## config.mk

```make
export PLATFORM = sky130hd
export DESIGN_NAME = aout_quad_diag_record
export DESIGN_NICKNAME = d
export VERILOG_FILES = /design/src/pkg/aout_diag_pkg.sv /design/src/aout_quad_diag_record.sv
export SDC_FILE = /design/constraint.sdc
export NUM_CORES = 1
export LEC_CHECK = 0
export BUFFER_PORTS_ARGS = -buffer_cell sky130_fd_sc_hd__buf_2
export CORE_ASPECT_RATIO = 0.75
export CORE_MARGIN = 2
export CORE_UTILIZATION = 25
export DETAILED_ROUTE_END_ITERATION = 7
export RECOVER_POWER = 25
export SYNTH_ARGS = -nofsm -noshare
export SYNTH_HDL_FRONTEND = slang
export SYNTH_SLANG_ARGS = --single-unit
```

## constraint.sdc

```tcl
create_clock -name clk_in -period 4.2 [get_ports clk_in]
set_input_delay 0.42 -clock clk_in [delete_from_list [all_inputs] [get_ports clk_in]]
set_output_delay 0.42 -clock clk_in [all_outputs]
set_load 0.01 [all_outputs]
```

## src/pkg/aout_diag_pkg.sv

```systemverilog
// Purpose: Shared constants for the four-channel analog output diagnostic
//          record: byte layout, constant field values, access keys, timing.
// Assumes: Record bytes are numbered from 0 in the order they are returned.
// Notes:   The timestamp is returned least significant byte first.

package aout_diag_pkg;

  // ==========================================================================
  // Clock and microsecond ticker timing.
  localparam int unsigned CLK_PERIOD_PS = 8000;
  localparam int unsigned TICK_TIME_US  = 1;
  localparam int unsigned TICK_CYCLES   =
    (TICK_TIME_US * 1000000) / CLK_PERIOD_PS;
  localparam logic [7:0]  TICK_LAST     = 8'(TICK_CYCLES - 1);

  // ==========================================================================
  // Record byte offsets.
  localparam logic [4:0] OFS_FAULT_SUMMARY = 5'h00;
  localparam logic [4:0] OFS_MODULE_CLASS  = 5'h01;
  localparam logic [4:0] OFS_RESERVED      = 5'h02;
  localparam logic [4:0] OFS_INTERNAL      = 5'h03;
  localparam logic [4:0] OFS_CHANNEL_KIND  = 5'h04;
  localparam logic [4:0] OFS_BITS_PER_CHAN = 5'h05;
  localparam logic [4:0] OFS_CHANNEL_COUNT = 5'h06;
  localparam logic [4:0] OFS_GROUP_FAULT   = 5'h07;
  localparam logic [4:0] OFS_CHAN0_FAULT   = 5'h08;
  localparam logic [4:0] OFS_TIMESTAMP     = 5'h10;
  localparam logic [4:0] RECORD_LEN        = 5'h14;
  localparam logic [4:0] SHORT_RECORD_LEN  = 5'h04;

  // ==========================================================================
  // Constant record contents and reset values.
  localparam logic [7:0] MODULE_CLASS_VAL  = 8'h15;
  localparam logic [7:0] CHANNEL_KIND_VAL  = 8'h73;
  localparam logic [7:0] BITS_PER_CHAN_VAL = 8'h08;
  localparam logic [7:0] CHANNEL_COUNT_VAL = 8'h04;
  localparam logic [7:0] FAULT_RESET       = 8'h00;
  localparam logic [31:0] STAMP_RESET      = 32'h0000_0000;

  // ==========================================================================
  // Bit positions.
  localparam int unsigned SUM_MODULE_FAIL = 0;
  localparam int unsigned SUM_INTERNAL    = 1;
  localparam int unsigned SUM_EXTERNAL    = 2;
  localparam int unsigned SUM_CHANNEL     = 3;
  localparam int unsigned SUM_AUX_MISSING = 4;
  localparam int unsigned SUM_PARAM       = 7;
  localparam int unsigned INT_OVERFLOW    = 3;
  localparam int unsigned INT_COMM        = 4;
  localparam int unsigned CH_CONFIG       = 0;
  localparam int unsigned CH_SHORT        = 3;

  // ==========================================================================
  // Access paths and keys.
  typedef enum logic [1:0] {
    PATH_RECORD_SET = 2'b00,
    PATH_CANOPEN    = 2'b01,
    PATH_ETHERCAT   = 2'b10
  } access_path_e;

  localparam logic [15:0] RS_FULL       = 16'h0001;
  localparam logic [15:0] RS_SHORT      = 16'h0000;
  localparam logic [15:0] CO_FULL       = 16'h2f01;
  localparam logic [15:0] CO_SHORT      = 16'h2f00;
  localparam logic [15:0] EC_INDEX      = 16'h5005;
  localparam logic [7:0]  EC_SUB_FIRST  = 8'h02;
  localparam logic [7:0]  EC_SUB_LAST   = 8'h11;
  localparam logic [7:0]  EC_SUB_STAMP  = 8'h13;

endpackage

```

## src/aout_quad_diag_record.sv

```systemverilog
// Purpose: Diagnostic data record of a four-channel analog output module,
//          with channel status indicators and a microsecond event stamp.
// Assumes: Fault inputs arrive from outside the clock domain; the
//          short-circuit enable byte comes from logic on this clock.
// Notes:   Reads answer one clock after the request; the record holds no
//          interrupt path at all.

`timescale 1ns/10ps

// How it works
// - No diagnostic interrupt exists; the record is only read.
// - A channel fault lights that channel's indicator and enters the record.
// - Record set 01h returns all bytes; 00h returns the first four.
// - CANopen index 2F01h returns all bytes; 2F00h the first four.
// - EtherCAT index 5005h, one subindex per byte 02h to 11h; the four stamp bytes share 13h.
// - Summary byte flags module, internal, external, channel, supply, parameters.
// - Module class byte reads 15h: analog class plus channel information.
// - Internal byte flags buffer overflow bit 3, communication bit 4.
// - Channel kind byte reads 73h, analog output.
// - Diagnostic bits per channel reads 08h.
// - Channel count reads 04h.
// - Group byte bit n flags a fault in channel group n.
// - Channel byte bit 0 configuration fault, bit 3 short to ground.
// - Short faults reported only on channels with detection enabled.
// - Timestamp field holds the microsecond count at the recorded event.
// - Microsecond counter starts at zero, counts each microsecond, wraps.
// - Enable byte bit n switches short detection on for channel n.
module aout_quad_diag_record #(
  parameter int unsigned N_CHAN = 4
) (
  input  wire logic              clk_in,             // 125 MHz clock.
  input  wire logic              rst_n_in,           // Async reset, low.
  input  wire logic              module_fail_in,     // Module failure.
  input  wire logic              ext_fault_in,       // External fault.
  input  wire logic              aux_missing_in,     // Aux supply missing.
  input  wire logic              param_fault_in,     // Module param fault.
  input  wire logic              diag_overflow_in,   // Diag buffer overflow.
  input  wire logic              comm_fault_in,      // Internal comm fault.
  input  wire logic [N_CHAN-1:0] chan_cfg_fault_in,  // Per-channel cfg fault.
  input  wire logic [N_CHAN-1:0] chan_short_in,      // Per-channel short.
  input  wire logic [7:0]        short_enable_in,    // Short detect enables.
  input  wire logic              rd_req_in,          // Read request pulse.
  input  wire logic [1:0]        rd_path_in,         // Access path.
  input  wire logic [15:0]       rd_index_in,        // Record no. or index.
  input  wire logic [7:0]        rd_subindex_in,     // EtherCAT subindex.
  input  wire logic [4:0]        rd_byte_in,         // Byte within access.
  output logic                   rd_ack_out,         // Read answer pulse.
  output logic                   rd_err_out,         // Read refused pulse.
  output logic [7:0]             rd_data_out,        // Read byte.
  output logic [N_CHAN-1:0]      chan_led_out,       // Channel fault LEDs.
  output logic [31:0]            us_ticker_out       // Running us counter.
);

  // ==========================================================================
  // Input synchronisers.
  localparam int unsigned N_ASYNC = 6 + 2 * N_CHAN;

  logic [N_ASYNC-1:0] async_vec;
  logic [N_ASYNC-1:0] sync1_reg;
  logic [N_ASYNC-1:0] sync1_next;
  logic [N_ASYNC-1:0] sync2_reg;
  logic [N_ASYNC-1:0] sync2_next;

  assign async_vec = {module_fail_in, ext_fault_in, aux_missing_in,
                      param_fault_in, diag_overflow_in, comm_fault_in,
                      chan_cfg_fault_in, chan_short_in};

  // The first stage feeds only the second; all logic reads sync2_reg.
  always_comb begin
    sync1_next = async_vec;
    sync2_next = sync1_reg;
  end

  always_ff @(posedge clk_in or negedge rst_n_in) begin
    if (!rst_n_in) begin
      sync1_reg <= '0;
      sync2_reg <= '0;
    end else begin
      sync1_reg <= sync1_next;
      sync2_reg <= sync2_next;
    end
  end

  logic              s_module_fail;
  logic              s_ext_fault;
  logic              s_aux_missing;
  logic              s_param_fault;
  logic              s_overflow;
  logic              s_comm_fault;
  logic [N_CHAN-1:0] s_cfg_fault;
  logic [N_CHAN-1:0] s_short;

  assign {s_module_fail, s_ext_fault, s_aux_missing, s_param_fault,
          s_overflow, s_comm_fault, s_cfg_fault, s_short} = sync2_reg;

  // ==========================================================================
  // Microsecond ticker.
  logic [7:0]  presc_reg;
  logic [7:0]  presc_next;
  logic [31:0] ticker_reg;
  logic [31:0] ticker_next;

  // The 32-bit add wraps to zero on its own after the all-ones value.
  always_comb begin
    presc_next  = presc_reg + 8'h01;
    ticker_next = ticker_reg;
    if (presc_reg == aout_diag_pkg::TICK_LAST) begin
      presc_next  = 8'h00;
      ticker_next = ticker_reg + 32'h0000_0001;
    end
  end

  always_ff @(posedge clk_in or negedge rst_n_in) begin
    if (!rst_n_in) begin
      presc_reg  <= 8'h00;
      ticker_reg <= aout_diag_pkg::STAMP_RESET;
    end else begin
      presc_reg  <= presc_next;
      ticker_reg <= ticker_next;
    end
  end

  assign us_ticker_out = ticker_reg;

  // ==========================================================================
  // Fault record.
  logic [7:0]        summary_reg;
  logic [7:0]        summary_next;
  logic [7:0]        internal_reg;
  logic [7:0]        internal_next;
  logic [7:0]        group_reg;
  logic [7:0]        group_next;
  logic [7:0]        chan_reg  [N_CHAN];
  logic [7:0]        chan_next [N_CHAN];
  logic [31:0]       stamp_reg;
  logic [31:0]       stamp_next;
  logic [N_CHAN-1:0] led_reg;
  logic [N_CHAN-1:0] led_next;
  logic [N_CHAN-1:0] chan_any;
  logic              record_changed;

  // Per-channel bytes; a short counts only where detection is enabled.
  for (genvar ch = 0; ch < N_CHAN; ch++) begin : g_chan
    always_comb begin
      chan_next[ch] = aout_diag_pkg::FAULT_RESET;
      chan_next[ch][aout_diag_pkg::CH_CONFIG] = s_cfg_fault[ch];
      chan_next[ch][aout_diag_pkg::CH_SHORT]  =
        s_short[ch] & short_enable_in[ch];
    end
  end

  // Group bits and indicators come from one process, so each vector has a
  // single driver; groups beyond the fitted channels read zero.
  always_comb begin
    for (int i = 0; i < N_CHAN; i++) begin
      chan_any[i] = |chan_next[i];
    end
    group_next = 8'(chan_any);
    led_next   = chan_any;
  end

  // Summary and internal bytes follow the channel bytes in the same cycle,
  // so a reader never sees a channel bit without its summary bit.
  always_comb begin
    internal_next = aout_diag_pkg::FAULT_RESET;
    internal_next[aout_diag_pkg::INT_OVERFLOW] = s_overflow;
    internal_next[aout_diag_pkg::INT_COMM]     = s_comm_fault;
    summary_next = aout_diag_pkg::FAULT_RESET;
    summary_next[aout_diag_pkg::SUM_MODULE_FAIL] = s_module_fail;
    summary_next[aout_diag_pkg::SUM_INTERNAL]    = |internal_next;
    summary_next[aout_diag_pkg::SUM_EXTERNAL]    =
      s_ext_fault | (|(s_short & short_enable_in[N_CHAN-1:0]));
    summary_next[aout_diag_pkg::SUM_CHANNEL]     = |chan_any;
    summary_next[aout_diag_pkg::SUM_AUX_MISSING] = s_aux_missing;
    summary_next[aout_diag_pkg::SUM_PARAM]       =
      s_param_fault | (|s_cfg_fault);
  end

  // A diagnostic event is any change of the recorded fault content.
  always_comb begin
    record_changed = (summary_next != summary_reg) ||
                     (internal_next != internal_reg) ||
                     (group_next != group_reg);
    for (int i = 0; i < N_CHAN; i++) begin
      if (chan_next[i] != chan_reg[i]) begin
        record_changed = 1'b1;
      end
    end
    stamp_next = stamp_reg;
    if (record_changed) begin
      stamp_next = ticker_reg;
    end
  end

  always_ff @(posedge clk_in or negedge rst_n_in) begin
    if (!rst_n_in) begin
      summary_reg  <= aout_diag_pkg::FAULT_RESET;
      internal_reg <= aout_diag_pkg::FAULT_RESET;
      group_reg    <= aout_diag_pkg::FAULT_RESET;
      stamp_reg    <= aout_diag_pkg::STAMP_RESET;
      led_reg      <= '0;
      for (int i = 0; i < N_CHAN; i++) begin
        chan_reg[i] <= aout_diag_pkg::FAULT_RESET;
      end
    end else begin
      summary_reg  <= summary_next;
      internal_reg <= internal_next;
      group_reg    <= group_next;
      stamp_reg    <= stamp_next;
      led_reg      <= led_next;
      for (int i = 0; i < N_CHAN; i++) begin
        chan_reg[i] <= chan_next[i];
      end
    end
  end

  assign chan_led_out = led_reg;

  // ==========================================================================
  // Record byte lookup.
  localparam int unsigned CH_IDX_W = (N_CHAN > 1) ? $clog2(N_CHAN) : 1;

  logic [7:0] rec_byte;
  logic [4:0] rec_ofs;
  logic [4:0] chan_ofs;

  // Unfitted channel bytes and the reserved byte read as zero.
  always_comb begin
    rec_byte = 8'h00;
    chan_ofs = rec_ofs - aout_diag_pkg::OFS_CHAN0_FAULT;
    case (rec_ofs)
      aout_diag_pkg::OFS_FAULT_SUMMARY: rec_byte = summary_reg;
      aout_diag_pkg::OFS_MODULE_CLASS:
        rec_byte = aout_diag_pkg::MODULE_CLASS_VAL;
      aout_diag_pkg::OFS_RESERVED: rec_byte = 8'h00;
      aout_diag_pkg::OFS_INTERNAL: rec_byte = internal_reg;
      aout_diag_pkg::OFS_CHANNEL_KIND:
        rec_byte = aout_diag_pkg::CHANNEL_KIND_VAL;
      aout_diag_pkg::OFS_BITS_PER_CHAN:
        rec_byte = aout_diag_pkg::BITS_PER_CHAN_VAL;
      aout_diag_pkg::OFS_CHANNEL_COUNT:
        rec_byte = aout_diag_pkg::CHANNEL_COUNT_VAL;
      aout_diag_pkg::OFS_GROUP_FAULT: rec_byte = group_reg;
      default: begin
        if (rec_ofs >= aout_diag_pkg::OFS_TIMESTAMP) begin
          rec_byte = stamp_reg[8*rec_ofs[1:0] +: 8];
        end else if (chan_ofs < 5'(N_CHAN)) begin
          rec_byte = chan_reg[CH_IDX_W'(chan_ofs)];
        end
      end
    endcase
  end

  // ==========================================================================
  // Access decode and answer.
  logic       hit;
  logic       ack_reg;
  logic       ack_next;
  logic       err_reg;
  logic       err_next;
  logic [7:0] data_reg;
  logic [7:0] data_next;

  // Pure read port: no access has a side effect, and nothing raises an
  // interrupt; the reader polls the record instead.
  always_comb begin
    hit     = 1'b0;
    rec_ofs = rd_byte_in;
    case (rd_path_in)
      aout_diag_pkg::PATH_RECORD_SET: begin
        if (rd_index_in == aout_diag_pkg::RS_FULL) begin
          hit = rd_byte_in < aout_diag_pkg::RECORD_LEN;
        end else if (rd_index_in == aout_diag_pkg::RS_SHORT) begin
          hit = rd_byte_in < aout_diag_pkg::SHORT_RECORD_LEN;
        end
      end
      aout_diag_pkg::PATH_CANOPEN: begin
        if (rd_index_in == aout_diag_pkg::CO_FULL) begin
          hit = rd_byte_in < aout_diag_pkg::RECORD_LEN;
        end else if (rd_index_in == aout_diag_pkg::CO_SHORT) begin
          hit = rd_byte_in < aout_diag_pkg::SHORT_RECORD_LEN;
        end
      end
      aout_diag_pkg::PATH_ETHERCAT: begin
        if (rd_index_in == aout_diag_pkg::EC_INDEX) begin
          if (rd_subindex_in == aout_diag_pkg::EC_SUB_STAMP) begin
            hit     = rd_byte_in < 5'h04;
            rec_ofs = aout_diag_pkg::OFS_TIMESTAMP + {3'b000, rd_byte_in[1:0]};
          end else if (rd_subindex_in >= aout_diag_pkg::EC_SUB_FIRST &&
                       rd_subindex_in <= aout_diag_pkg::EC_SUB_LAST) begin
            hit     = rd_byte_in == 5'h00;
            rec_ofs = 5'(rd_subindex_in - aout_diag_pkg::EC_SUB_FIRST);
          end
        end
      end
      default: hit = 1'b0;
    endcase
    ack_next  = rd_req_in & hit;
    err_next  = rd_req_in & ~hit;
    data_next = hit ? rec_byte : 8'h00;
    if (!rd_req_in) begin
      data_next = data_reg;
    end
  end

  always_ff @(posedge clk_in or negedge rst_n_in) begin
    if (!rst_n_in) begin
      ack_reg  <= 1'b0;
      err_reg  <= 1'b0;
      data_reg <= 8'h00;
    end else begin
      ack_reg  <= ack_next;
      err_reg  <= err_next;
      data_reg <= data_next;
    end
  end

  assign rd_ack_out  = ack_reg;
  assign rd_err_out  = err_reg;
  assign rd_data_out = data_reg;

endmodule

```

# == Yosys cells after proc, flatten, opt, wreduce, memory -nomap -nowiden ==
# Index checks and enable logic that the tools add are counted.
# word_totals
regBits,130
in_bits,56
# op_classes
order_cmp,7
shift,1
addsub,5
muxes,24
n_reduce_logical,15
bitwise_logic,11
n_eq_ne,22
# ops
op,count
$pmux W8 S8,1
$mux W8,6
$add A32 B1 Y32 const B,1
$eq A16 B14 Y1 const B,2
$shiftx A32 B6 Y8,1
$eq A5 B3 Y1 const B,4
$mux W5,4
$bmux W8 S2,1
$eq A16 B1 Y1 const B,1
$eq A16 B15 Y1 const B,1
$logic_not A16 Y1,1
$mux W1,11
$eq A5 B2 Y1 const B,2
$logic_not A5 Y1,2
$lt A5 B3 Y1 const B,2
$ne A2 B2 Y1,5
$reduce_or A2 Y1,5
$add A8 B1 Y8 const B,1
$eq A8 B5 Y1 const B,1
$eq A8 B7 Y1 const B,1
$ge A8 B2 Y1 const B,1
$le A8 B5 Y1 const B,1
$reduce_or A4 Y1,2
$reduce_or A8 Y1,1
other kinds (20),27

# == Logic depth before layout (Yosys ltp) ==
# logic_depth
ltp_word,15
ltp_mapped,10
ltp_nobuf,10

# == Least setup slack after synthesis ==
# Ideal clock, no wire load.
# synth_path
path_type,in2reg
from,in rd_index_in[9]
to,"reg data_reg[7], in the netlist rd_data_out[7]"
stages,9
arrival_ps,2907
setup_time_ps,121
path_slack_ps,1172
path_buffers,1
cell_sequence,or4_4 -> or4_4 -> buf_6 -> o41ai_4 -> o41ai_4 -> mux2_1 -> a222oi_1 -> o2bb2ai_1 -> a22o_1
# synth_via
elab_chain_len,12
# synth_lines
element,line_no,text
from (decl),aout_quad_diag_record.sv:44,"input wire logic [15:0] rd_index_in,"
$eq A16 B15 Y1,aout_quad_diag_record.sv:285,if (rd_index_in == aout_diag_pkg::EC_INDEX) begin
$mux W5,aout_quad_diag_record.sv:285,
$mux W5,aout_quad_diag_record.sv:269,case (rd_path_in)
$sub A5 B4 Y5,aout_quad_diag_record.sv:230,chan_ofs = rec_ofs - aout_diag_pkg::OFS_CHAN0_FAULT;
$not A2 Y3 (not written as such),aout_quad_diag_record.sv:248,rec_byte = chan_reg[CH_IDX_W'(chan_ofs)];
$bmux W8 S2,aout_quad_diag_record.sv:248,
$mux W8 (not written as such) (2 in a row),aout_quad_diag_record.sv:248,
$mux W8,aout_quad_diag_record.sv:247,end else if (chan_ofs < 5'(N_CHAN)) begin
$mux W8,aout_quad_diag_record.sv:245,if (rec_ofs >= aout_diag_pkg::OFS_TIMESTAMP) begin
$pmux W8 S8,aout_quad_diag_record.sv:231,case (rec_ofs)
$mux W8 (*),aout_quad_diag_record.sv:300,data_next = hit ? rec_byte : 8'h00;
to (signal assigned),aout_quad_diag_record.sv:314,data_reg <= data_next;
to (decl),aout_quad_diag_record.sv:261,logic [7:0] data_reg;
# Every way passes the cells marked *; elsewhere a longest branch is shown, timed or not. The select of a mux whose other input is x is not followed.
# A chain may end at the register's enable or synchronous reset.

# == Worst setup path after layout ==
# layout_path
from,in rd_index_in[9]
to,"reg data_reg[0], in the netlist rd_data_out[0]"
# Same word-level chain as after synthesis.

==> metrics.yaml <==
status:
  outcome: "complete, but fails checks"
  failed_checks: "max-capacitance violations, max-slew violations"
clock_tree:
  htreeDepth: 4
  clock_latency_ns: 0.42
  clkSinkCount: 130
  cts.hold.buffers_added: 0
  cts_made_buffers: 17
  root_buffer: "clkbuf_16"
  cts.repair.resized: 0
  clk_path_buf_depth: 2
  cts_tree: "built"
  clk_transition_reported_paths_ns: 0.05
  post_cts_buffers: 0
route:
  drc: 0
  drt-initial-drc-count: 272
  drt-total-wl_um: 14400
  dr_wl_met3_um: 1112
  via_per_inst: 4.531
  dr.pass1.iters: 5
  antenna_left: 0
  wl_met2_um: 5585
  wl_per_cell_um: 15.72
  wl_met1_um: 7455
  dr.max_layer_used: "met4"
  num_vias: 4150
timing:
  worst_pin_slew_ns: 2.372
  finalCritPeriodShare_pct: 73.40
  final-max-slew-violation-count: 98
  worst_slack_ns: 1.117
  slew_headroom_pct: -58.12
  setup_viol: 0
  final.setup.tns_ns: 0
  finClkSkew_ns: 0.007721
  hold_viol_final: 0
  min_period_ns: 3.083
  worst_hold_slack_ns: 0.1085
  rsz0062_at_grt: "no"
  max_freq_mhz: 324.4
placed_design:
  pre_cts_ws_ns: 0.7575
  io_buffers: 97
  gp_congestion: 0.8085
  hpwlAfterDp_um: 10890
global_route:
  antenna_found_initial: 0
  grt_max_degree: 98
  grt_overflow_total: 0
  grt.total_usage_pct: 12.59
  grt_pass1_wl_um: 23540
  grt_pass1_vias: 4149
die:
  die-area_um2: 24380
  start_util_pct: 25.27
  die_w_um: 179.6
  io_pins: 102
  rows: 48
  core_um2: 22880
  die_y_um: 135.7
power:
  ir_worst_vdd_uv: 227.2
  powerDensity_nw_per_um2: 403.9
  power_leakage_nw: 3.372
setup_path:
  crit_slowest_cell: "or4_4"
  crit_start: "rd_index_in[9]"
  endpoint_kind: "flip-flop"
  r2r-end: "us_ticker_out[31]$_DFFE_PN0N_"
  r2r_slack_ns: 1.16
  worstPathRequired_ns: 4.49
  path_cells: "buf_2, or4_4, or4_4, o41ai_1, o21ai_0, nand2_1, o211ai_1, a221oi_1, o32ai_1"
  r2r-start: "presc_reg[0]$_DFF_PN0_"
  cp-endpoint: "rd_data_out[0]$_DFFE_PN0P_"
  critPathLaunchType: "input pin"
  max_stage_delay_ns: 0.61
  worst_path_most_repeated_cell: "or4_4"
  worst-setup-path-type: "in2reg"
  path_max_fanout: 7
  r2r_cells: 10
  cp.arrival_ns: 3.37
final_layout:
  register_area_um2: 3253
  syn_to_final_growth_pct: 24.45
  layout_common_cells: "dfrtp_1, buf_2, nand2_1, mux2_2, xnor2_1"
  fill_cells: 2350
  final_util_pct: 31.45
  multi_input_comb_area_um2: 2350
  fin_nets: 663
  diodes: 0
  drive_gt1_share_pct: 27.60
  final_common_cell: "dfrtp_1"
synthesis:
  syn-instance-count: 492
  ys_warn_count: 0
  seq_area_frac_synth_pct: 56.25
  synthArstFlopShare_pct: 100.0
  yosys_register_bits: 130
  syn_area_per_cell_um2: 11.75
  synth_nets: 552
  syn_area_um2: 5783
  synth_edf_count: 0
  synth_cell_type_count: 56
  synth_flop_cell: "dfrtp_1"
min_path:
  hold_path.class: "in2reg"
run:
  max-cap-violations: 1
## worst max-delay path: cells and delay by family
kind,cells,cell delay (ns)
buffers and inverters,1,0.11
AO/OA/AOI/OAI,5,1.48
AND/OR/NAND/NOR,3,1.36
## final cells by class
| type | count | area share [%] |
|---|---|---|
| well taps | 300 | 5.216 |
| repair buffers | 103 | 7.284 |
| flip-flops and latches | 130 | 45.20 |
| clock buffers | 24 | 6.832 |
| multi-input cells | 324 | 32.65 |
| clock inverters | 8 | 1.408 |
| inverters | 27 | 1.408 |
## worst min path at each step
stage                                      start                   endpoint  slack, ns  depth (start not counted)
after floorplan                         rst_n_in  chan_led_out[0]$_DFF_PN0_       0.12                          0
after global placement    sync1_reg[3]$_DFF_PN0_     sync2_reg[3]$_DFF_PN0_       0.33                          0
after CTS                       chan_short_in[2]     sync1_reg[2]$_DFF_PN0_       0.08                          1
after global routing            chan_short_in[3]     sync1_reg[3]$_DFF_PN0_       0.08                          1
final                           chan_short_in[2]     sync1_reg[2]$_DFF_PN0_       0.11                          1
after detailed placement  sync1_reg[4]$_DFF_PN0_     sync2_reg[4]$_DFF_PN0_       0.33                          0
## cell families after synthesis
kind of cell	count (synthesis)	synth area share [%]
AO/OA/AOI/OAI	74	9.866
XOR/XNOR	52	7.875
adder cells (fa/ha/maj)	5	1.039
buffers and inverters	38	3.115
flip-flops	130	56.25
multiplexers	47	8.892
AND/OR/NAND/NOR	146	12.96
## stage by stage
stage / cell area (µm²) / power [mW] / std cells
3_3_place_gp: 6616 / 1.473 / 884
6_report: 7197 / 2.907 / 916
5_1_grt: 7197 / 3.037 / 916
4_1_cts: 7209 / 2.952 / 916
3_5_place_dp: 6616 / 1.476 / 884
2_1_floorplan: 5783 / 1.391 / 492
## cell usage after synthesis, drive strengths merged, types with 2 or more instances
| cell | instances | area, µm² |
|---|---|---|
| inv | 27 | 101.4 |
| o21ai | 12 | 60.05 |
| o22ai | 2 | 12.51 |
| o211ai | 5 | 37.54 |
| nor4 | 9 | 56.30 |
| nand3 | 21 | 105.1 |
| mux2i | 12 | 120.1 |
| o41ai | 3 | 63.81 |
| a221oi | 8 | 70.07 |
| or4 | 3 | 30.03 |
| nor3b | 2 | 15.01 |
| and4 | 2 | 17.52 |
| o31ai | 4 | 30.03 |
| xnor2 | 30 | 262.8 |
| nand4b | 2 | 17.52 |
| nand2b | 6 | 37.54 |
| nand4 | 6 | 37.54 |
| and3 | 6 | 37.54 |
| nand3b | 3 | 22.52 |
| o2bb2ai | 3 | 26.28 |
| o32ai | 4 | 35.03 |
| and2 | 3 | 18.77 |
| or2 | 3 | 18.77 |
| buf | 5 | 56.30 |
| nand2 | 39 | 146.4 |
| nor3 | 10 | 50.05 |
| a22o | 3 | 26.28 |
| a222oi | 3 | 30.03 |
| dfrtp | 130 | 3253 |
| a21oi | 15 | 75.07 |
| o31a | 2 | 18.77 |
| nor2b | 2 | 12.51 |
| nor2 | 26 | 97.59 |
| mux2 | 35 | 394.1 |
| ha | 4 | 50.05 |
| xor2 | 22 | 192.7 |
| clkbuf | 6 | 22.52 |
## routing by layer
| metal | up-vias | GRT usage, % |
|---|---|---|
| li1 | 1987 | - |
| met1 | 1981 | 18.91 |
| met2 | 159 | 16.20 |
| met3 | 23 | 4.328 |
| met4 | 0 | 4.833 |
| met5 | - | 0 |
## report_power, final
group | switching [mW] | leakage, nW | internal (mW)
Clock | 0.521 | 0.282 | 0.935
Combinational | 0.0968 | 1.41 | 0.0591
Sequential | 0.0179 | 1.68 | 1.28
(Power assumes the default switching activity.)
